<file path="src/timer_pkg.sv">
/*
  constants for the capture / auto-reload timer: register byte addresses,
  field positions, reset values, bus response codes and timing counts.
  assumes a 32-bit axi4-lite register bus and a 100 MHz system clock.
*/
package timer_pkg;
	// register byte addresses
	localparam logic [7:0] ADDR_TIMER_CONTROL = 8'hC8;
	localparam logic [7:0] ADDR_COUNT = 8'hCC;
	localparam logic [7:0] ADDR_RELOAD_CAPTURE = 8'hD0;
	localparam logic [7:0] ADDR_INT_STATUS = 8'hD4;
	localparam logic [7:0] ADDR_INT_MASK = 8'hD8;
	localparam logic [7:0] ADDR_CONFIG = 8'hDC;
	localparam int ADDR_W = 8;
	// timer_control fields
	localparam int BIT_OVF_FLAG = 7;
	localparam int BIT_EXT_FLAG = 6;
	localparam int BIT_EXT_ENABLE = 3;
	localparam int BIT_RUN = 2;
	localparam int BIT_CT_SEL = 1;
	localparam int BIT_CAP_SEL = 0;
	localparam logic [7:0] CONTROL_RESET = 8'h00;
	localparam logic [7:0] CONTROL_WMASK = 8'hCF;
	// config fields
	localparam int BIT_DIR_EN = 0;
	localparam int BIT_DIV_BYPASS = 1;
	localparam logic [1:0] CONFIG_RESET = 2'h0;
	// int_status / int_mask fields
	localparam int BIT_IRQ_OVF = 0;
	localparam int BIT_IRQ_EXT = 1;
	localparam logic [1:0] MASK_RESET = 2'h0;
	// counter values
	localparam logic [15:0] COUNT_MAX = 16'hFFFF;
	localparam logic [15:0] COUNT_ZERO = 16'h0000;
	localparam logic [15:0] RELOAD_RESET = 16'h0000;
	// internal timebase divider
	localparam int CLK_PERIOD_NS = 10;
	localparam int TICK_PERIOD_NS = 120;
	localparam int TICK_DIV = (TICK_PERIOD_NS + CLK_PERIOD_NS - 1) / CLK_PERIOD_NS;
	// axi responses
	localparam logic [1:0] RESP_OKAY = 2'h0;
	localparam logic [1:0] RESP_SLVERR = 2'h2;
endpackage

</file>
<file path="src/pin_sync.sv">
/*
  two-flop synchroniser for one pin, with a falling edge detector behind it.
  assumes the pin is asynchronous to aclk and held at least two clocks per level.
*/
`timescale 1ns/1ps
module pin_sync
(
	input wire logic aclk,
	input wire logic aresetn,
	input wire logic pin,
	output logic level,
	output logic fall
);
	logic meta_r; // first stage, read only by sync_r
	logic sync_r; // second stage
	logic prev_r; // delayed copy for edge detection

	// synchroniser chain, reset to idle-high
	always_ff @(posedge aclk)
	begin
		if (!aresetn)
		begin
			meta_r <= 1'b1;
			sync_r <= 1'b1;
			prev_r <= 1'b1;
		end
		else
		begin
			meta_r <= pin;
			sync_r <= meta_r;
			prev_r <= sync_r;
		end
	end

	assign level = sync_r;
	assign fall = prev_r & ~sync_r; // one-cycle pulse on high-to-low
endmodule

</file>
<file path="src/tick_divider.sv">
/*
  internal timebase: a one-cycle tick every DIV clocks, or every clock when bypassed.
  assumes a single clock domain.
*/
`timescale 1ns/1ps
module tick_divider
#(
	parameter int DIV = 12
)
(
	input wire logic aclk,
	input wire logic aresetn,
	input wire logic bypass,
	output logic tick
);
	localparam int CW = $clog2(DIV);
	localparam logic [CW-1:0] LAST = CW'(DIV - 1);
	logic [CW-1:0] cnt_r; // divider position

	// free-running divider
	always_ff @(posedge aclk)
	begin
		if (!aresetn)
			cnt_r <= '0;
		else if (cnt_r == LAST)
			cnt_r <= '0;
		else
			cnt_r <= CW'(cnt_r + 1'b1);
	end

	assign tick = bypass | (cnt_r == LAST);
endmodule

</file>
<file path="src/capture_reload_timer.sv">
/*
  16-bit capture / auto-reload timer with an axi4-lite register slave,
  sticky interrupt status and a level interrupt output.
  assumes the trigger and count pins are asynchronous and the bus master keeps axi rules.
*/
// Register access over AXI4-Lite was chosen for this implementation.
`timescale 1ns/1ps
module capture_reload_timer
#(
	parameter int DIV = timer_pkg::TICK_DIV
)
(
	input wire logic aclk,
	input wire logic aresetn,
	input wire logic [timer_pkg::ADDR_W-1:0] s_axi_awaddr,
	input wire logic s_axi_awvalid,
	output logic s_axi_awready,
	input wire logic [31:0] s_axi_wdata,
	input wire logic [3:0] s_axi_wstrb,
	input wire logic s_axi_wvalid,
	output logic s_axi_wready,
	output logic [1:0] s_axi_bresp,
	output logic s_axi_bvalid,
	input wire logic s_axi_bready,
	input wire logic [timer_pkg::ADDR_W-1:0] s_axi_araddr,
	input wire logic s_axi_arvalid,
	output logic s_axi_arready,
	output logic [31:0] s_axi_rdata,
	output logic [1:0] s_axi_rresp,
	output logic s_axi_rvalid,
	input wire logic s_axi_rready,
	input wire logic external_trigger_input,
	input wire logic external_count_input,
	output logic irq
);
	import timer_pkg::*;

	// software-visible state
	logic [7:0] timer_control_r; // flags and mode bits
	logic [1:0] config_r; // direction enable, divider bypass
	logic [15:0] count_r; // running count
	logic [15:0] reload_capture_r; // reload_capture_high:reload_capture_low
	logic [1:0] int_status_r; // sticky, cleared by read
	logic [1:0] int_mask_r; // interrupt enables
	// bus handshake state
	logic bvalid_r;
	logic [1:0] bresp_r;
	logic rvalid_r;
	logic [1:0] rresp_r;
	logic [31:0] rdata_r;
	// decoded control bits
	logic overflow_underflow_flag;
	logic external_event_flag;
	logic external_trigger_enable;
	logic timer_run;
	logic counter_timer_select;
	logic capture_reload_select;
	logic direction_control_enable;
	// synchronised pins and events
	logic trig_level;
	logic trig_fall;
	logic cnt_fall;
	logic base_tick;
	logic trig_act; // trigger edge that is honoured
	logic cap_evt; // capture taken
	logic rld_evt; // trigger reload taken
	logic ext_evt; // external-event flag source
	logic count_tick; // one count step
	logic count_up; // current direction
	logic ovf_evt; // overflow or underflow
	logic [15:0] wrap_value; // value after an up-count overflow
	logic [15:0] count_nxt;
	// bus decode
	logic wr_go;
	logic rd_go;
	logic wr_ok;
	logic rd_ok;
	logic [15:0] wdata16;

	// address is one of ours
	function automatic logic addr_mapped(input logic [ADDR_W-1:0] a);
		addr_mapped = (a == ADDR_TIMER_CONTROL) || (a == ADDR_COUNT) || (a == ADDR_RELOAD_CAPTURE)
			|| (a == ADDR_INT_STATUS) || (a == ADDR_INT_MASK) || (a == ADDR_CONFIG);
	endfunction

	// merge write data into a 16-bit register under byte strobes
	function automatic logic [15:0] merge16(input logic [15:0] old, input logic [31:0] d, input logic [3:0] s);
		merge16 = {s[1] ? d[15:8] : old[15:8], s[0] ? d[7:0] : old[7:0]};
	endfunction

	assign overflow_underflow_flag = timer_control_r[BIT_OVF_FLAG];
	assign external_event_flag = timer_control_r[BIT_EXT_FLAG];
	assign external_trigger_enable = timer_control_r[BIT_EXT_ENABLE];
	assign timer_run = timer_control_r[BIT_RUN];
	assign counter_timer_select = timer_control_r[BIT_CT_SEL];
	assign capture_reload_select = timer_control_r[BIT_CAP_SEL];
	assign direction_control_enable = config_r[BIT_DIR_EN];

	// pin synchronisers
	pin_sync u_trig_sync
	(
		.aclk(aclk),
		.aresetn(aresetn),
		.pin(external_trigger_input),
		.level(trig_level),
		.fall(trig_fall)
	);

	pin_sync u_count_sync
	(
		.aclk(aclk),
		.aresetn(aresetn),
		.pin(external_count_input),
		.level(),
		.fall(cnt_fall)
	);

	// internal timebase
	tick_divider #(.DIV(DIV)) u_div
	(
		.aclk(aclk),
		.aresetn(aresetn),
		.bypass(config_r[BIT_DIV_BYPASS]),
		.tick(base_tick)
	);

	// bus handshakes: write address and data taken together, one of each at a time
	assign wr_go = s_axi_awvalid & s_axi_wvalid & ~bvalid_r;
	assign rd_go = s_axi_arvalid & ~rvalid_r;
	assign s_axi_awready = wr_go;
	assign s_axi_wready = wr_go;
	assign s_axi_arready = rd_go;
	assign wr_ok = wr_go & addr_mapped(s_axi_awaddr);
	assign rd_ok = rd_go & addr_mapped(s_axi_araddr);
	assign wdata16 = merge16(count_r, s_axi_wdata, s_axi_wstrb);

	// trigger and count event logic
	always_comb
	begin
		trig_act = external_trigger_enable & trig_fall;
		cap_evt = trig_act & capture_reload_select;
		rld_evt = trig_act & ~capture_reload_select & ~direction_control_enable;
		ext_evt = cap_evt | rld_evt;
		count_up = ~(direction_control_enable & ~trig_level);
		count_tick = timer_run & (counter_timer_select ? cnt_fall : base_tick);
		wrap_value = capture_reload_select ? COUNT_ZERO : reload_capture_r;
		ovf_evt = 1'b0;
		if (count_tick)
		begin
			if (count_up)
				ovf_evt = (count_r == COUNT_MAX);
			else if (capture_reload_select)
				ovf_evt = (count_r == COUNT_ZERO);
			else
				ovf_evt = (count_r == reload_capture_r);
		end
		// next count: trigger reload first, then counting, then software
		if (rld_evt)
			count_nxt = reload_capture_r;
		else if (count_tick)
		begin
			if (ovf_evt)
				count_nxt = count_up ? wrap_value : COUNT_MAX;
			else if (count_up)
				count_nxt = 16'(count_r + 16'h0001);
			else
				count_nxt = 16'(count_r - 16'h0001);
		end
		else if (wr_ok && s_axi_awaddr == ADDR_COUNT)
			count_nxt = wdata16;
		else
			count_nxt = count_r;
	end

	// counter register
	always_ff @(posedge aclk)
	begin
		if (!aresetn)
			count_r <= COUNT_ZERO;
		else
			count_r <= count_nxt;
	end

	// reload / capture pair: capture beats a software write
	always_ff @(posedge aclk)
	begin
		if (!aresetn)
			reload_capture_r <= RELOAD_RESET;
		else if (cap_evt)
			reload_capture_r <= count_r;
		else if (wr_ok && s_axi_awaddr == ADDR_RELOAD_CAPTURE)
			reload_capture_r <= merge16(reload_capture_r, s_axi_wdata, s_axi_wstrb);
	end

	// control register: software write, then hardware flag sets win
	always_ff @(posedge aclk)
	begin
		if (!aresetn)
			timer_control_r <= CONTROL_RESET;
		else
		begin
			if (wr_ok && s_axi_awaddr == ADDR_TIMER_CONTROL && s_axi_wstrb[0])
				timer_control_r <= s_axi_wdata[7:0] & CONTROL_WMASK;
			if (ovf_evt)
				timer_control_r[BIT_OVF_FLAG] <= 1'b1;
			if (ext_evt)
				timer_control_r[BIT_EXT_FLAG] <= 1'b1;
		end
	end

	// configuration and mask registers
	always_ff @(posedge aclk)
	begin
		if (!aresetn)
		begin
			config_r <= CONFIG_RESET;
			int_mask_r <= MASK_RESET;
		end
		else if (wr_ok && s_axi_wstrb[0])
		begin
			if (s_axi_awaddr == ADDR_CONFIG)
				config_r <= s_axi_wdata[1:0];
			if (s_axi_awaddr == ADDR_INT_MASK)
				int_mask_r <= s_axi_wdata[1:0];
		end
	end

	// sticky interrupt status: read clears, a new event in that cycle survives
	always_ff @(posedge aclk)
	begin
		if (!aresetn)
			int_status_r <= 2'h0;
		else
		begin
			if (rd_ok && s_axi_araddr == ADDR_INT_STATUS)
				int_status_r <= 2'h0;
			if (ovf_evt)
				int_status_r[BIT_IRQ_OVF] <= 1'b1;
			if (ext_evt)
				int_status_r[BIT_IRQ_EXT] <= 1'b1;
		end
	end

	assign irq = |(int_status_r & int_mask_r);

	// write response channel
	always_ff @(posedge aclk)
	begin
		if (!aresetn)
		begin
			bvalid_r <= 1'b0;
			bresp_r <= RESP_OKAY;
		end
		else if (wr_go)
		begin
			bvalid_r <= 1'b1;
			bresp_r <= addr_mapped(s_axi_awaddr) ? RESP_OKAY : RESP_SLVERR;
		end
		else if (s_axi_bready)
			bvalid_r <= 1'b0;
	end

	// read data channel
	always_ff @(posedge aclk)
	begin
		if (!aresetn)
		begin
			rvalid_r <= 1'b0;
			rresp_r <= RESP_OKAY;
			rdata_r <= 32'h0000_0000;
		end
		else if (rd_go)
		begin
			rvalid_r <= 1'b1;
			rresp_r <= rd_ok ? RESP_OKAY : RESP_SLVERR;
			case (s_axi_araddr)
				ADDR_TIMER_CONTROL: rdata_r <= {24'h000000, timer_control_r};
				ADDR_COUNT: rdata_r <= {16'h0000, count_r};
				ADDR_RELOAD_CAPTURE: rdata_r <= {16'h0000, reload_capture_r};
				ADDR_INT_STATUS: rdata_r <= {30'h00000000, int_status_r};
				ADDR_INT_MASK: rdata_r <= {30'h00000000, int_mask_r};
				ADDR_CONFIG: rdata_r <= {30'h00000000, config_r};
				default: rdata_r <= 32'h0000_0000; // unmapped reads as zero
			endcase
		end
		else if (s_axi_rready)
			rvalid_r <= 1'b0;
	end

	assign s_axi_bvalid = bvalid_r;
	assign s_axi_bresp = bresp_r;
	assign s_axi_rvalid = rvalid_r;
	assign s_axi_rresp = rresp_r;
	assign s_axi_rdata = rdata_r;
endmodule

</file>
<file path="config.mk">
export PLATFORM = sky130hd
export DESIGN_NAME = capture_reload_timer
export DESIGN_NICKNAME = d
export VERILOG_FILES = /design/src/timer_pkg.sv /design/src/pin_sync.sv /design/src/tick_divider.sv /design/src/capture_reload_timer.sv
export SDC_FILE = /design/constraint.sdc
export NUM_CORES = 1
export LEC_CHECK = 0
export BUFFER_PORTS_ARGS = -buffer_cell sky130_fd_sc_hd__buf_2
export CAP_MARGIN = 10
export CELL_PAD_IN_SITES_DETAIL_PLACEMENT = 1
export CELL_PAD_IN_SITES_GLOBAL_PLACEMENT = 1
export CORE_ASPECT_RATIO = 0.9
export CORE_UTILIZATION = 40
export DETAILED_ROUTE_END_ITERATION = 7
export HOLD_SLACK_MARGIN = 0.02
export PLACE_DENSITY_LB_ADDON = 0.12
export SLEW_MARGIN = 20
export SYNTH_ARGS = -nofsm -noshare
export SYNTH_HDL_FRONTEND = slang
export SYNTH_SLANG_ARGS = --single-unit
</file>
<file path="constraint.sdc">
create_clock -name aclk -period 7.5 [get_ports aclk]
set_input_delay 1.5 -clock aclk [delete_from_list [all_inputs] [get_ports aclk]]
set_output_delay 1.5 -clock aclk [all_outputs]
set_load 0.02 [all_outputs]
</file>
* Word-level counts from Yosys, hierarchy flattened
Index checks and enable logic that the tools add are counted. W data, S select, Z words.
Word-level totals: output and inout bits 42, logic and storage cells 129, flip-flop bits (word level) 92, bits of input ports 61
Cells by class: bitwise logic cells 23, reduce and logical (&&, ||, !) cells 37, muxes and demuxes 28, equality and inequality tests 15, add/sub/neg operators 3
Operators with widths (count):
- $mux W16 | 9
- $eq A8 B8 Y1 const B | 12
- $pmux W16 S6 | 1
- $mux W8 | 3
- $reduce_bool A2 Y1 | 9
- $add A16 B1 Y16 const B | 1
- $eq A16 B16 Y1 | 1
- $eq A16 B16 Y1 const B | 1
- $logic_not A16 Y1 | 1
- $sub A16 B1 Y16 const B | 1
- $and A1 B1 Y1 | 13
- $mux W1 | 12
- $reduce_and A2 Y1 | 6
- $logic_or A1 B1 Y1 | 10
- $reduce_bool A3 Y1 | 3
- $not A1 Y1 | 7
- $logic_and A1 B1 Y1 | 6
- $mux W2 | 3
- $add A4 B1 Y4 const B | 1
- $eq A4 B4 Y1 const B | 1
- $reduce_or A2 Y1 | 2
- $and A2 B2 Y2 | 1
- $or A1 B1 Y1 | 2

* Depth between registers and ports, before layout
Gate-level depths: netlist of the first run.
depth after elaboration 11, depth in mapped cells 11

* Cells and area by module
From an unflattened synthesis of the first run, not the netlist that was laid out.
Unflattened totals: cell total of the unflattened synthesis 592, area total of the unflattened synthesis 4812.1 µm²
By module, submodules not included:
- capture_reload_timer | instances 1, area each 4466.8 µm², seq. area each 1281.2 µm², cells an instance 560
- tick_divider | instances 1, area each 175.2 µm², seq. area each 80.1 µm², cells an instance 18
- pin_sync | instances 2, area each 85.1 µm², seq. area each 60.1 µm², cells an instance 7

* Worst setup path after synthesis of the first run
No wires, ideal clock.
path type in2out, start point in s_axi_arvalid, end point out s_axi_arready, setup slack 3.726 ns, stages 4, buffers on the path 2, data arrival time 2.274 ns, cell sequence nand2b_1 > clkbuf_1 > buf_1 > inv_1
On the way: word-level cells in the longest chain between the ends 1
Ends and longest elaborated chain:
- start, declared | line capture_reload_timer.sv:26 | input wire logic s_axi_arvalid,
- $and A1 B1 Y1 | line capture_reload_timer.sv:129 | assign rd_go = s_axi_arvalid & ~rvalid_r;
- end, declared | line capture_reload_timer.sv:27 | output logic s_axi_arready,
Every way passes these cells.

* Worst setup path after layout of the first run
Ends and elaborated chain as after synthesis.

==> report_table.html, run 1 <==
<table>
<tr><th>Metric</th><th>Value</th></tr>
<tr><th colspan="2">Status</th></tr>
<tr><td>Outcome</td><td>finished, final reports clean</td></tr>
<tr><th colspan="2">Synth</th></tr>
<tr><td>Register bit total from synthesis</td><td>between 70 and 80</td></tr>
<tr><td>Cell type with the highest aggregate area in the netlist</td><td>sky130_fd_sc_hd__dfxtp_1</td></tr>
<tr><td>Number of flops mapped to enable cells by yosys</td><td>0</td></tr>
<tr><td>Post-Syn Instances</td><td>about 600</td></tr>
<tr><td>Share of the synthesized area in the top cell type</td><td>roughly 29%</td></tr>
<tr><td>Synthesis warning total</td><td>0</td></tr>
<tr><td>Post-synthesis average cell area</td><td>just over 8 um2</td></tr>
<tr><td>Register area share after synthesis</td><td>29.3%</td></tr>
<tr><td>Synth async-reset ratio</td><td>0%</td></tr>
<tr><td>Distinct cell type count after synthesis</td><td>74</td></tr>
<tr><td>Largest cells by area after synthesis</td><td>sky130_fd_sc_hd__dfxtp_1 29%, sky130_fd_sc_hd__mux2i_1 5.5%, sky130_fd_sc_hd__nand2_1 4.7%, sky130_fd_sc_hd__o211a_1 3.6%, sky130_fd_sc_hd__xnor2_1 3.5%</td></tr>
<tr><td>Area of the mapped netlist</td><td>5050 um2</td></tr>
<tr><td>Dominant synthesized flop cell</td><td>sky130_fd_sc_hd__dfxtp_1</td></tr>
<tr><th colspan="2">Global routing</th></tr>
<tr><td>Overall overflow remaining after global route</td><td>0</td></tr>
<tr><td>Number of antenna violations at the first check in global routing</td><td>0</td></tr>
<tr><td>Vias in the first global route</td><td>4894</td></tr>
<tr><td>Maximum number of pins on one net before global-route repair</td><td>77</td></tr>
<tr><td>Wire length of the first global-routing pass</td><td>about 26 mm</td></tr>
<tr><td>Total global-route track usage</td><td>around a quarter</td></tr>
<tr><th colspan="2">Layout</th></tr>
<tr><td>Fin nets</td><td>709</td></tr>
<tr><td>Share of layout cells above drive strength 1</td><td>between 10% and 20%</td></tr>
<tr><td>Number of inserted diodes</td><td>0</td></tr>
<tr><td>Most common library cell in the layout ignoring fill and taps</td><td>sky130_fd_sc_hd__dfxtp_1</td></tr>
<tr><td>Top library cells by usage in the layout, fill and taps aside</td><td>74 x sky130_fd_sc_hd__dfxtp_1, 66 x sky130_fd_sc_hd__buf_2, 63 x sky130_fd_sc_hd__nand2_1, 29 x sky130_fd_sc_hd__o21ai_0, 28 x sky130_fd_sc_hd__mux2i_1</td></tr>
<tr><td>Fillcell total</td><td>between 1000 and 1500</td></tr>
<tr><td>Synthesis-to-finish area growth</td><td>12.7%</td></tr>
<tr><th colspan="2">Timing</th></tr>
<tr><td>Highest attainable clock frequency</td><td>~0.25 GHz</td></tr>
<tr><td>Setup repair after global routing missed its margin</td><td>false</td></tr>
<tr><td>Total Neg Setup Slack</td><td>0 ns</td></tr>
<tr><td>Final-layout worst hold slack</td><td>0.410 ns</td></tr>
<tr><td>Final count of hold timing violations</td><td>0</td></tr>
<tr><td>Slew Limit Fails</td><td>0</td></tr>
<tr><td>Clock skew after layout</td><td>about 0.0055 ns</td></tr>
<tr><td>Actual transition at the worst max-transition pin</td><td>0.958 ns</td></tr>
<tr><td>Final cycle utilization of the critical path</td><td>a little over half</td></tr>
<tr><td>Count of endpoints failing setup in the final report</td><td>0</td></tr>
<tr><td>Shortest period the worst path allows</td><td>a little under 4 ns</td></tr>
<tr><td>Slew margin rel.</td><td>between 30% and 40%</td></tr>
<tr><td>Worst setup slack after layout</td><td>about 3.5 ns</td></tr>
<tr><th colspan="2">Die</th></tr>
<tr><td>Die X-Extent</td><td>around 120 um</td></tr>
<tr><td>Area of the die</td><td>13100 um2</td></tr>
<tr><td>Standard-cell row count</td><td>38</td></tr>
<tr><td>IO Count</td><td>103</td></tr>
<tr><td>Starting utilization of the core area</td><td>41.5%</td></tr>
<tr><td>Standard cell core area</td><td>12200 um2</td></tr>
<tr><td>Height of the chip</td><td>~110 um</td></tr>
<tr><th colspan="2">Placement</th></tr>
<tr><td>IO Port Bufs</td><td>between 60 and 70</td></tr>
<tr><td>Setup Slack @ Placement</td><td>3.54 ns</td></tr>
<tr><td>HPWL reported at the end of detailed placement</td><td>~12 mm</td></tr>
<tr><td>Final weighted congestion of routability-driven global placement</td><td>around 0.85</td></tr>
<tr><th colspan="2">Drt</th></tr>
<tr><td>Number of remaining DRC errors</td><td>0</td></tr>
<tr><td>Total routed wirelength</td><td>around 17 mm</td></tr>
<tr><td>Count of routing violations after the opening detailed-route iteration</td><td>304</td></tr>
<tr><td>Post-DR vias/cell</td><td>roughly 6</td></tr>
<tr><td>Detailed Routing Iterations Pass 1</td><td>4</td></tr>
<tr><td>Total via count in the routed design</td><td>4932</td></tr>
<tr><td>Per-cell routed wire length</td><td>a little over 20 um</td></tr>
<tr><td>Antenna violation net count after detailed routing</td><td>0</td></tr>
<tr><th colspan="2">Clock network</th></tr>
<tr><td>Maximum root-to-sink buffer count</td><td>2</td></tr>
<tr><td>Maximum level of the CTS H-tree</td><td>3</td></tr>
<tr><td>Hold-fix buffer count after cts</td><td>0</td></tr>
<tr><td>Number of buffers inserted by post-CTS setup repair</td><td>0</td></tr>
<tr><td>TritonCTS clock tree</td><td>built</td></tr>
<tr><td>Clock edge transition at the registers on the reported setup and hold paths</td><td>~0.06 ns</td></tr>
<tr><td>Clock sink total</td><td>between 70 and 80</td></tr>
<tr><td>Cts bufs inserted</td><td>9</td></tr>
<tr><td>Clk Tree Root Cell</td><td>sky130_fd_sc_hd__clkbuf_16</td></tr>
<tr><td>Clock insertion delay at the later pin of the skew report</td><td>about 0.34 ns</td></tr>
<tr><td>Count of cells resized by post-cts repair</td><td>0</td></tr>
<tr><th colspan="2">Setup path</th></tr>
<tr><td>CP required</td><td>6.00 ns</td></tr>
<tr><td>Critical path capture point type</td><td>output port</td></tr>
<tr><td>Classification of the worst setup path</td><td>input pin to output port</td></tr>
<tr><td>Critical Path Source Type</td><td>input pin</td></tr>
<tr><td>Arrival time reported for the critical path endpoint</td><td>2.45 ns</td></tr>
<tr><td>Largest fanout on the critical path</td><td>19</td></tr>
<tr><th colspan="2">Power</th></tr>
<tr><td>Standby leakage power</td><td>2.48 nW</td></tr>
<tr><td>Worst IR drop on VDD</td><td>~0.11 mV</td></tr>
<tr><td>Power density cells</td><td>approximately 170 nW/um2</td></tr>
<tr><th colspan="2">Hold path</th></tr>
<tr><td>Hold Path Class</td><td>flip-flop to flip-flop</td></tr>
<tr><th colspan="2">Run</th></tr>
<tr><td># Max-Cap Violations</td><td>0</td></tr>
</table>
-- worst paths after layout --
| kind | endpoint | startpoint | slack [ns] | depth (start not counted) |
|---|---|---|---|---|
| max | s_axi_arready | s_axi_arvalid | 3.55 | 4 |
| min | u_trig_sync.level$_SDFF_PN1_ | u_trig_sync.meta_r$_SDFF_PN1_ | 0.41 | 1 |
| max reg2reg | count_r[10]$_SDFFE_PN0P_ | config_r[0]$_SDFFE_PN0P_ | 4.37 | 9 |
| min reg2reg | u_trig_sync.level$_SDFF_PN1_ | u_trig_sync.meta_r$_SDFF_PN1_ | 0.41 | 1 |
-- sequential cells by signal (all words and copies together), names as in the netlist, 2 cells and up --
name and count:
timer_control_r 6, config_r 2, u_div.cnt_r 4, int_status_r 2, reload_capture_r 16, count_r 16
s_axi_rdata 16, int_mask_r 2
-- per-stage QoR --
| stage | utilization (%) | instance area [um2] | power (mW) | cells |
|---|---|---|---|---|
| floorplan | - | 5120 | 0.451 | 630 |
| global placement | 44.0 | 5350 | 0.466 | 795 |
| detailed placement | 44.0 | 5350 | 0.468 | 795 |
| CTS | 46.8 | 5700 | 0.971 | 811 |
| global route | 46.8 | 5700 | 0.991 | 811 |
| finish | 46.8 | 5700 | 0.964 | 811 |
-- cell families (layout without fill, tap and decap cells) --
kind of cell	after synthesis	in the layout	share of synthesized area, %
multiplexers	33	33	7.10
other	1	18	0.0742
AO/OA/AOI/OAI	172	172	26.1
XOR/XNOR	33	33	5.72
buffers and inverters	74	95	7.43
flip-flops	74	74	29.3
adder cells (fa/ha/maj)	2	2	0.495
AND/OR/NAND/NOR	224	224	23.7
-- critical path, stage by stage --
cell	delay, ns
sky130_fd_sc_hd__buf_2	0.10
sky130_fd_sc_hd__nand2b_1	0.53
sky130_fd_sc_hd__inv_1	0.12
sky130_fd_sc_hd__buf_2	0.19
-- cell type report --
| type | instances | area, um2 | share of cell area, % |
|---|---|---|---|
| tap | 160 | 200 | 3.51 |
| timing repair buffer | 73 | 383 | 6.72 |
| inverter | 6 | 22.5 | 0.395 |
| clock inverter | 4 | 98.8 | 1.73 |
| multi-input combinational | 482 | 3270 | 57.3 |
| sequential | 74 | 1480 | 26.0 |
| clock buffer | 12 | 246 | 4.32 |
-- cells in the mapped netlist, types with 13 or more instances --
| master | count |
|---|---|
| sky130_fd_sc_hd__mux2i_1 | 28 |
| sky130_fd_sc_hd__a22oi_1 | 21 |
| sky130_fd_sc_hd__xnor2_1 | 20 |
| sky130_fd_sc_hd__nor2b_1 | 17 |
| sky130_fd_sc_hd__nand3_1 | 15 |
| sky130_fd_sc_hd__xor2_1 | 13 |
| sky130_fd_sc_hd__and2_1 | 15 |
| sky130_fd_sc_hd__nor2_1 | 27 |
| sky130_fd_sc_hd__nor4_1 | 15 |
| sky130_fd_sc_hd__o211a_1 | 18 |
| sky130_fd_sc_hd__buf_4 | 21 |
| sky130_fd_sc_hd__nand2_1 | 63 |
| sky130_fd_sc_hd__nand2b_1 | 13 |
| sky130_fd_sc_hd__clkbuf_1 | 39 |
| sky130_fd_sc_hd__o21ai_0 | 29 |
| sky130_fd_sc_hd__dfxtp_1 | 74 |
| sky130_fd_sc_hd__a21oi_1 | 20 |
-- per-layer routing --
| metal | routed length (um) | vias to the layer above | part of all wire [%] | GRT usage [%] |
|---|---|---|---|---|
| met4 | 353 | 0 | 2.1 | 8.73 |
| met1 | 7780 | 2447 | 47 | 33.9 |
| met5 | 0 | - | 0 | 0 |
| met3 | 666 | 28 | 4.0 | 3.82 |
| li1 | - | 2307 | - | - |
| met2 | 7810 | 150 | 47 | 43.3 |
-- power breakdown --
part	leakage, nW	switching [mW]	total, mW	internal [mW]
clock	0.167	0.170	0.505	0.335
combinational	1.72	0.0381	0.0588	0.0206
sequential	0.599	0.00292	0.400	0.397
total	2.48	0.211	0.964	0.753
(Power assumes the default switching activity.)
==> inputs of run 2 (changes only) <==
- clock period: 7.5 -> 3.7 ns (I/O delays scaled with it)
==> run 2 against run 1 <==
Sequential power up 100%; first-iteration DRC count increased by 29%; worst setup slack lost 2.7 ns; critical path type is now flip-flop to flip-flop.
==> report_table.html, run 2 (synthesis results as in run 1) <==
<table>
<tr><th>Metric</th><th>Value</th></tr>
<tr><th colspan="2">Setup path</th></tr>
<tr><td>Critical Path Source Type</td><td>flip-flop</td></tr>
<tr><td>Arrival time reported for the critical path endpoint</td><td>approximately 3.1 ns</td></tr>
<tr><td>CP required</td><td>approximately 3.9 ns</td></tr>
<tr><td>Startpoint of the most critical setup path</td><td>u_div.cnt_r[0]$_SDFF_PP0_</td></tr>
<tr><td>Largest fanout on the critical path</td><td>13</td></tr>
<tr><td>Startpoint of the worst register-to-register path</td><td>u_div.cnt_r[0]$_SDFF_PP0_</td></tr>
<tr><td>Classification of the worst setup path</td><td>flip-flop to flip-flop</td></tr>
<tr><td>Critical path capture point type</td><td>flip-flop</td></tr>
<tr><th colspan="2">Global routing</th></tr>
<tr><td>Wire length of the first global-routing pass</td><td>between 20 and 30 mm</td></tr>
<tr><td>Overall overflow remaining after global route</td><td>0</td></tr>
<tr><td>Maximum number of pins on one net before global-route repair</td><td>54</td></tr>
<tr><td>Number of antenna violations at the first check in global routing</td><td>0</td></tr>
<tr><td>Total global-route track usage</td><td>26.0%</td></tr>
<tr><td>Vias in the first global route</td><td>4785</td></tr>
<tr><th colspan="2">Die</th></tr>
<tr><td>Standard cell core area</td><td>12200 um2</td></tr>
<tr><td>Standard-cell row count</td><td>38</td></tr>
<tr><td>Starting utilization of the core area</td><td>between 40 and 50%</td></tr>
<tr><td>IO Count</td><td>just over 100</td></tr>
<tr><td>Die X-Extent</td><td>~120 um</td></tr>
<tr><td>Height of the chip</td><td>approximately 110 um</td></tr>
<tr><td>Area of the die</td><td>roughly 13000 um2</td></tr>
<tr><th colspan="2">Placement</th></tr>
<tr><td>Final weighted congestion of routability-driven global placement</td><td>0.832</td></tr>
<tr><td>HPWL reported at the end of detailed placement</td><td>between 10 and 15 mm</td></tr>
<tr><td>IO Port Bufs</td><td>66</td></tr>
<tr><td>DP Area</td><td>around 5400 um2</td></tr>
<tr><td>Setup Slack @ Placement</td><td>around 0.83 ns</td></tr>
<tr><th colspan="2">Timing</th></tr>
<tr><td>Worst setup slack after layout</td><td>0.843 ns</td></tr>
<tr><td>Final count of hold timing violations</td><td>0</td></tr>
<tr><td>Clock skew after layout</td><td>0.00840 ns</td></tr>
<tr><td>Actual transition at the worst max-transition pin</td><td>0.856 ns</td></tr>
<tr><td>Setup repair after global routing missed its margin</td><td>false</td></tr>
<tr><td>Slew Limit Fails</td><td>0</td></tr>
<tr><td>Total Neg Setup Slack</td><td>0 ns</td></tr>
<tr><td>Slew margin rel.</td><td>42.9%</td></tr>
<tr><td>Highest attainable clock frequency</td><td>0.350 GHz</td></tr>
<tr><td>Count of endpoints failing setup in the final report</td><td>0</td></tr>
<tr><td>Final cycle utilization of the critical path</td><td>slightly below 80%</td></tr>
<tr><td>Shortest period the worst path allows</td><td>roughly 2.9 ns</td></tr>
<tr><th colspan="2">Drt</th></tr>
<tr><td>Detailed Routing Iterations Pass 1</td><td>5</td></tr>
<tr><td>Post-DR vias/cell</td><td>just over 6</td></tr>
<tr><td>Antenna violation net count after detailed routing</td><td>0</td></tr>
<tr><td>Total routed wirelength</td><td>roughly 17 mm</td></tr>
<tr><td>Total via count in the routed design</td><td>around 4900</td></tr>
<tr><td>Count of routing violations after the opening detailed-route iteration</td><td>around 400</td></tr>
<tr><td>Number of remaining DRC errors</td><td>0</td></tr>
<tr><td>Per-cell routed wire length</td><td>between 20 and 25 um</td></tr>
<tr><th colspan="2">Layout</th></tr>
<tr><td>Post-route cell area</td><td>~5700 um2</td></tr>
<tr><td>Most common library cell in the layout ignoring fill and taps</td><td>sky130_fd_sc_hd__dfxtp_1</td></tr>
<tr><td>Fin nets</td><td>around 710</td></tr>
<tr><td>Share of layout cells above drive strength 1</td><td>around 18%</td></tr>
<tr><td>Fillcell total</td><td>1502</td></tr>
<tr><td>Synthesis-to-finish area growth</td><td>12.7%</td></tr>
<tr><td>Number of inserted diodes</td><td>0</td></tr>
<tr><td>Top library cells by usage in the layout, fill and taps aside</td><td>74 x sky130_fd_sc_hd__dfxtp_1, 66 x sky130_fd_sc_hd__buf_2, 63 x sky130_fd_sc_hd__nand2_1, 29 x sky130_fd_sc_hd__o21ai_0, 28 x sky130_fd_sc_hd__mux2i_1</td></tr>
<tr><th colspan="2">Clock network</th></tr>
<tr><td>Maximum root-to-sink buffer count</td><td>2</td></tr>
<tr><td>Number of buffers inserted by post-CTS setup repair</td><td>0</td></tr>
<tr><td>Clock insertion delay at the later pin of the skew report</td><td>0.34 ns</td></tr>
<tr><td>Clock sink total</td><td>74</td></tr>
<tr><td>Clock edge transition at the registers on the reported setup and hold paths</td><td>0.06 ns</td></tr>
<tr><td>Count of cells resized by post-cts repair</td><td>0</td></tr>
<tr><td>Maximum level of the CTS H-tree</td><td>3</td></tr>
<tr><td>Cts bufs inserted</td><td>9</td></tr>
<tr><td>TritonCTS clock tree</td><td>built</td></tr>
<tr><td>Hold-fix buffer count after cts</td><td>0</td></tr>
<tr><td>Clk Tree Root Cell</td><td>sky130_fd_sc_hd__clkbuf_16</td></tr>
<tr><th colspan="2">Status</th></tr>
<tr><td>Outcome</td><td>finished, final reports clean</td></tr>
<tr><th colspan="2">Hold path</th></tr>
<tr><td>Worst hold path startpoint</td><td>u_count_sync.meta_r$_SDFF_PN1_</td></tr>
<tr><td>Hold Path Class</td><td>flip-flop to flip-flop</td></tr>
<tr><th colspan="2">Power</th></tr>
<tr><td>Power density cells</td><td>roughly 330 nW/um2</td></tr>
<tr><td>Standby leakage power</td><td>between 2 and 2.5 nW</td></tr>
<tr><td>Worst IR drop on VDD</td><td>0.268 mV</td></tr>
<tr><th colspan="2">Run</th></tr>
<tr><td># Max-Cap Violations</td><td>0</td></tr>
</table>
[run 2: through the flow]
step / hold WS (ns) / util [%] / power, mW / std cells
detailed placement: 0.403 / 44.2 / 0.948 / 798
finish: 0.416 / 46.8 / 1.88 / 813
CTS: 0.421 / 46.8 / 1.90 / 813
floorplan: 0.386 / - / 0.913 / 630
global placement: 0.406 / 44.2 / 0.944 / 798
global route: 0.443 / 46.8 / 1.94 / 813
[run 2: report_power, final]
part | internal, mW | switching, mW
combinational | 0.0421 | 0.0775
clock | 0.606 | 0.342
sequential | 0.806 | 0.00603
[run 2: worst paths after layout]
| check | cells after the start | slack, ns | end |
|---|---|---|---|
| worst min-delay path | 1 | 0.42 | u_count_sync.level$_SDFF_PN1_ |
| worst max-delay path | 7 | 0.84 | count_r[15]$_SDFFE_PN0P_ |
| worst min register to register | 1 | 0.42 | u_count_sync.level$_SDFF_PN1_ |
| worst max register to register | 7 | 0.84 | count_r[15]$_SDFFE_PN0P_ |
[run 2: layout make-up]
| cell class | instances | area (um2) | share of cell area [%] |
|---|---|---|---|
| Clock buffer | 11 | 243 | 4.26 |
| Clock inverter | 4 | 76.3 | 1.34 |
| Sequential cell | 74 | 1480 | 26.0 |
| Tap cell | 160 | 200 | 3.51 |
| Timing Repair Buffer | 76 | 405 | 7.12 |
| Inverter | 6 | 22.5 | 0.395 |
| Multi-Input combinational cell | 482 | 3270 | 57.4 |
[run 2: layer usage]
layer | global-route usage (%) | vias to the layer above | wire length [um]
li1 | - | 2312 | -
met1 | 35.5 | 2466 | 7710
met2 | 43.3 | 142 | 8000
met3 | 3.71 | 17 | 694
met4 | 6.17 | 0 | 215
met5 | 0 | - | 0
[run 2: worst max-delay path, cell delays in order, from the launching register on]
cell	delay [ns]
sky130_fd_sc_hd__dfxtp_1	0.37
sky130_fd_sc_hd__ha_1	0.24
sky130_fd_sc_hd__nand3b_1	0.21
sky130_fd_sc_hd__a221o_1	0.59
sky130_fd_sc_hd__nor4_1	0.46
sky130_fd_sc_hd__a22o_1	0.46
sky130_fd_sc_hd__o21ai_0	0.19
sky130_fd_sc_hd__a22o_1	0.22
==> inputs of run 3 (changes only) <==
- clock period: 3.7 -> 2.8 ns (I/O delays scaled with it)
==> run 3 against run 2 <==
Global-route usage increased by 1.6 points; critical path type unchanged; via count is 3.7% higher; highest routed layer unchanged; power rose by 33%; die area is the same; sequential power up 32%; first-iteration DRC count up 31%; clock power grew 33%.
==> report_table.html, run 3 (synthesis results as in run 1) <==
<table>
<tr><th>Metric</th><th>Value</th></tr>
<tr><th colspan="2">Hold path</th></tr>
<tr><td>Hold Path Class</td><td>input pin to flip-flop</td></tr>
<tr><th colspan="2">Clock network</th></tr>
<tr><td>Maximum root-to-sink buffer count</td><td>2</td></tr>
<tr><td>Maximum level of the CTS H-tree</td><td>3</td></tr>
<tr><td>Clock insertion delay at the later pin of the skew report</td><td>between 0.3 and 0.4 ns</td></tr>
<tr><td>Hold-fix buffer count after cts</td><td>0</td></tr>
<tr><td>Count of cells resized by post-cts repair</td><td>0</td></tr>
<tr><td>Cts bufs inserted</td><td>9</td></tr>
<tr><td>Clock sink total</td><td>74</td></tr>
<tr><td>Number of buffers inserted by post-CTS setup repair</td><td>0</td></tr>
<tr><td>TritonCTS clock tree</td><td>built</td></tr>
<tr><td>Clk Tree Root Cell</td><td>sky130_fd_sc_hd__clkbuf_16</td></tr>
<tr><td>Clock edge transition at the registers on the reported setup and hold paths</td><td>0.06 ns</td></tr>
<tr><th colspan="2">Die</th></tr>
<tr><td>Die X-Extent</td><td>120 um</td></tr>
<tr><td>Standard cell core area</td><td>12200 um2</td></tr>
<tr><td>Area of the die</td><td>13100 um2</td></tr>
<tr><td>Standard-cell row count</td><td>38</td></tr>
<tr><td>IO Count</td><td>between 100 and 150</td></tr>
<tr><td>Height of the chip</td><td>approximately 110 um</td></tr>
<tr><td>Starting utilization of the core area</td><td>between 40% and 50%</td></tr>
<tr><th colspan="2">Setup path</th></tr>
<tr><td>Cells traversed along the worst timing path</td><td>buf_4 &gt; xor2_1 &gt; nor4_1 &gt; and3_1 &gt; a22oi_1 &gt; a31oi_1 &gt; a22o_1</td></tr>
<tr><td>Slowest cell on the critical path</td><td>sky130_fd_sc_hd__a22oi_1</td></tr>
<tr><td>Critical Path Source Type</td><td>flip-flop</td></tr>
<tr><td>Largest fanout on the critical path</td><td>8</td></tr>
<tr><td>Classification of the worst setup path</td><td>flip-flop to flip-flop</td></tr>
<tr><td>Count of buffer and inverter cells on the critical path</td><td>1</td></tr>
<tr><td>Crit-path max cell delay</td><td>~0.62 ns</td></tr>
<tr><td>CP required</td><td>about 3 ns</td></tr>
<tr><td>Arrival time reported for the critical path endpoint</td><td>2.78 ns</td></tr>
<tr><td>Crit-path leading delay family</td><td>compound AO/OA/AOI/OAI gates</td></tr>
<tr><td>Critical path capture point type</td><td>flip-flop</td></tr>
<tr><th colspan="2">Timing</th></tr>
<tr><td>Final cycle utilization of the critical path</td><td>approximately nine tenths</td></tr>
<tr><td>Slew margin rel.</td><td>roughly 47%</td></tr>
<tr><td>Final count of hold timing violations</td><td>0</td></tr>
<tr><td>Clock skew after layout</td><td>0.00698 ns</td></tr>
<tr><td>Highest attainable clock frequency</td><td>roughly 0.39 GHz</td></tr>
<tr><td>Shortest period the worst path allows</td><td>2.54 ns</td></tr>
<tr><td>Total Neg Setup Slack</td><td>0 ns</td></tr>
<tr><td>Actual transition at the worst max-transition pin</td><td>0.797 ns</td></tr>
<tr><td>Setup repair after global routing missed its margin</td><td>false</td></tr>
<tr><td>Slew Limit Fails</td><td>0</td></tr>
<tr><td>Count of endpoints failing setup in the final report</td><td>0</td></tr>
<tr><th colspan="2">Placement</th></tr>
<tr><td>IO Port Bufs</td><td>66</td></tr>
<tr><td>Final weighted congestion of routability-driven global placement</td><td>0.870</td></tr>
<tr><td>HPWL reported at the end of detailed placement</td><td>roughly 13 mm</td></tr>
<tr><td>DP Area</td><td>roughly 5600 um2</td></tr>
<tr><th colspan="2">Drt</th></tr>
<tr><td>Per-cell routed wire length</td><td>between 20 and 25 um</td></tr>
<tr><td>Post-DR vias/cell</td><td>slightly above 6</td></tr>
<tr><td>Antenna violation net count after detailed routing</td><td>0</td></tr>
<tr><td>Number of remaining DRC errors</td><td>0</td></tr>
<tr><td>Total routed wirelength</td><td>approximately 17 mm</td></tr>
<tr><td>Count of routing violations after the opening detailed-route iteration</td><td>512</td></tr>
<tr><td>Total via count in the routed design</td><td>approximately 5100</td></tr>
<tr><td>Detailed Routing Iterations Pass 1</td><td>5</td></tr>
<tr><th colspan="2">Status</th></tr>
<tr><td>Outcome</td><td>finished, final reports clean</td></tr>
<tr><th colspan="2">Layout</th></tr>
<tr><td>Fin nets</td><td>around 750</td></tr>
<tr><td>Most common library cell in the layout ignoring fill and taps</td><td>sky130_fd_sc_hd__dfxtp_1</td></tr>
<tr><td>Top library cells by usage in the layout, fill and taps aside</td><td>74 x sky130_fd_sc_hd__dfxtp_1, 66 x sky130_fd_sc_hd__buf_2, 63 x sky130_fd_sc_hd__nand2_1, 42 x sky130_fd_sc_hd__buf_4, 29 x sky130_fd_sc_hd__o21ai_0</td></tr>
<tr><td>Synthesis-to-finish area growth</td><td>17.9%</td></tr>
<tr><td>Share of layout cells above drive strength 1</td><td>a little over a fifth</td></tr>
<tr><td>Number of inserted diodes</td><td>0</td></tr>
<tr><td>Post-route cell area</td><td>5960 um2</td></tr>
<tr><th colspan="2">Power</th></tr>
<tr><td>Standby leakage power</td><td>around 2.7 nW</td></tr>
<tr><td>Power density cells</td><td>419 nW/um2</td></tr>
<tr><td>Worst IR drop on VDD</td><td>~0.4 mV</td></tr>
<tr><th colspan="2">Global routing</th></tr>
<tr><td>Wire length of the first global-routing pass</td><td>27.6 mm</td></tr>
<tr><td>Total global-route track usage</td><td>~28%</td></tr>
<tr><td>Vias in the first global route</td><td>5140</td></tr>
<tr><td>Maximum number of pins on one net before global-route repair</td><td>about 50</td></tr>
<tr><td>Number of antenna violations at the first check in global routing</td><td>0</td></tr>
<tr><td>Overall overflow remaining after global route</td><td>0</td></tr>
<tr><th colspan="2">Run</th></tr>
<tr><td># Max-Cap Violations</td><td>0</td></tr>
</table>
## run 3: changes by cell type in the layout (fill, tap and decap cells not counted)
cell,change
sky130_fd_sc_hd__buf_4,+32
sky130_fd_sc_hd__clkbuf_1,+1
sky130_fd_sc_hd__clkinvlp_4,+1
sky130_fd_sc_hd__buf_12,+1
sky130_fd_sc_hd__clkinv_4,-1
## run 3: worst reg2reg max path, cell delays in order, from the launching register on
cell and delay [ns]:
sky130_fd_sc_hd__dfxtp_1 0.52, sky130_fd_sc_hd__buf_4 0.21, sky130_fd_sc_hd__xor2_1 0.32, sky130_fd_sc_hd__nor4_1 0.12, sky130_fd_sc_hd__and3_1 0.23, sky130_fd_sc_hd__a22oi_1 0.62, sky130_fd_sc_hd__a31oi_1 0.18, sky130_fd_sc_hd__a22o_1 0.26
## run 3: cell type report
cell class	instances	area [um2]
repair buffers	109	666
clock buffers	12	246
clock inverters	4	75.1
flip-flops and latches	74	1480
multi-input cells	482	3270
inverters	6	22.5
fillers	1516	6210
well taps	160	200
## run 3: final timing paths
check | start | end | slack, ns | cells after the start
setup / recovery | count_r[1]$_SDFFE_PN0P_ | count_r[15]$_SDFFE_PN0P_ | 0.26 | 7
hold / removal | external_trigger_input | u_trig_sync.meta_r$_SDFF_PN1_ | 0.40 | 2
setup reg to reg | count_r[1]$_SDFFE_PN0P_ | count_r[15]$_SDFFE_PN0P_ | 0.26 | 7
hold reg to reg | u_trig_sync.meta_r$_SDFF_PN1_ | u_trig_sync.level$_SDFF_PN1_ | 0.41 | 1
## run 3: per-stage QoR
stage	setup slack (ns)	hold WS, ns	utilization, %	total power, mW	std cells
after floorplan	0.399	0.386	-	1.21	630
after global placement	0.341	0.389	46.3	1.25	831
after detailed placement	0.284	0.408	46.3	1.26	831
after CTS	0.271	0.386	49.0	2.53	847
after global routing	0.0737	0.397	49.0	2.59	847
final	0.256	0.396	49.0	2.50	847
## run 3: layer usage
metal  global-route usage (%)  up-vias  wire length (um)
met2                     46.1      180              8370
met3                     4.50       25              1020
li1                         -     2378                 -
met4                     8.20        0               306
met1                     36.7     2539              7790
met5                        0        -                 0
## run 3: power by group
part	internal (mW)	switching [mW]
logic	0.0591	0.105
registers	1.06	0.00732
clock network	0.805	0.456
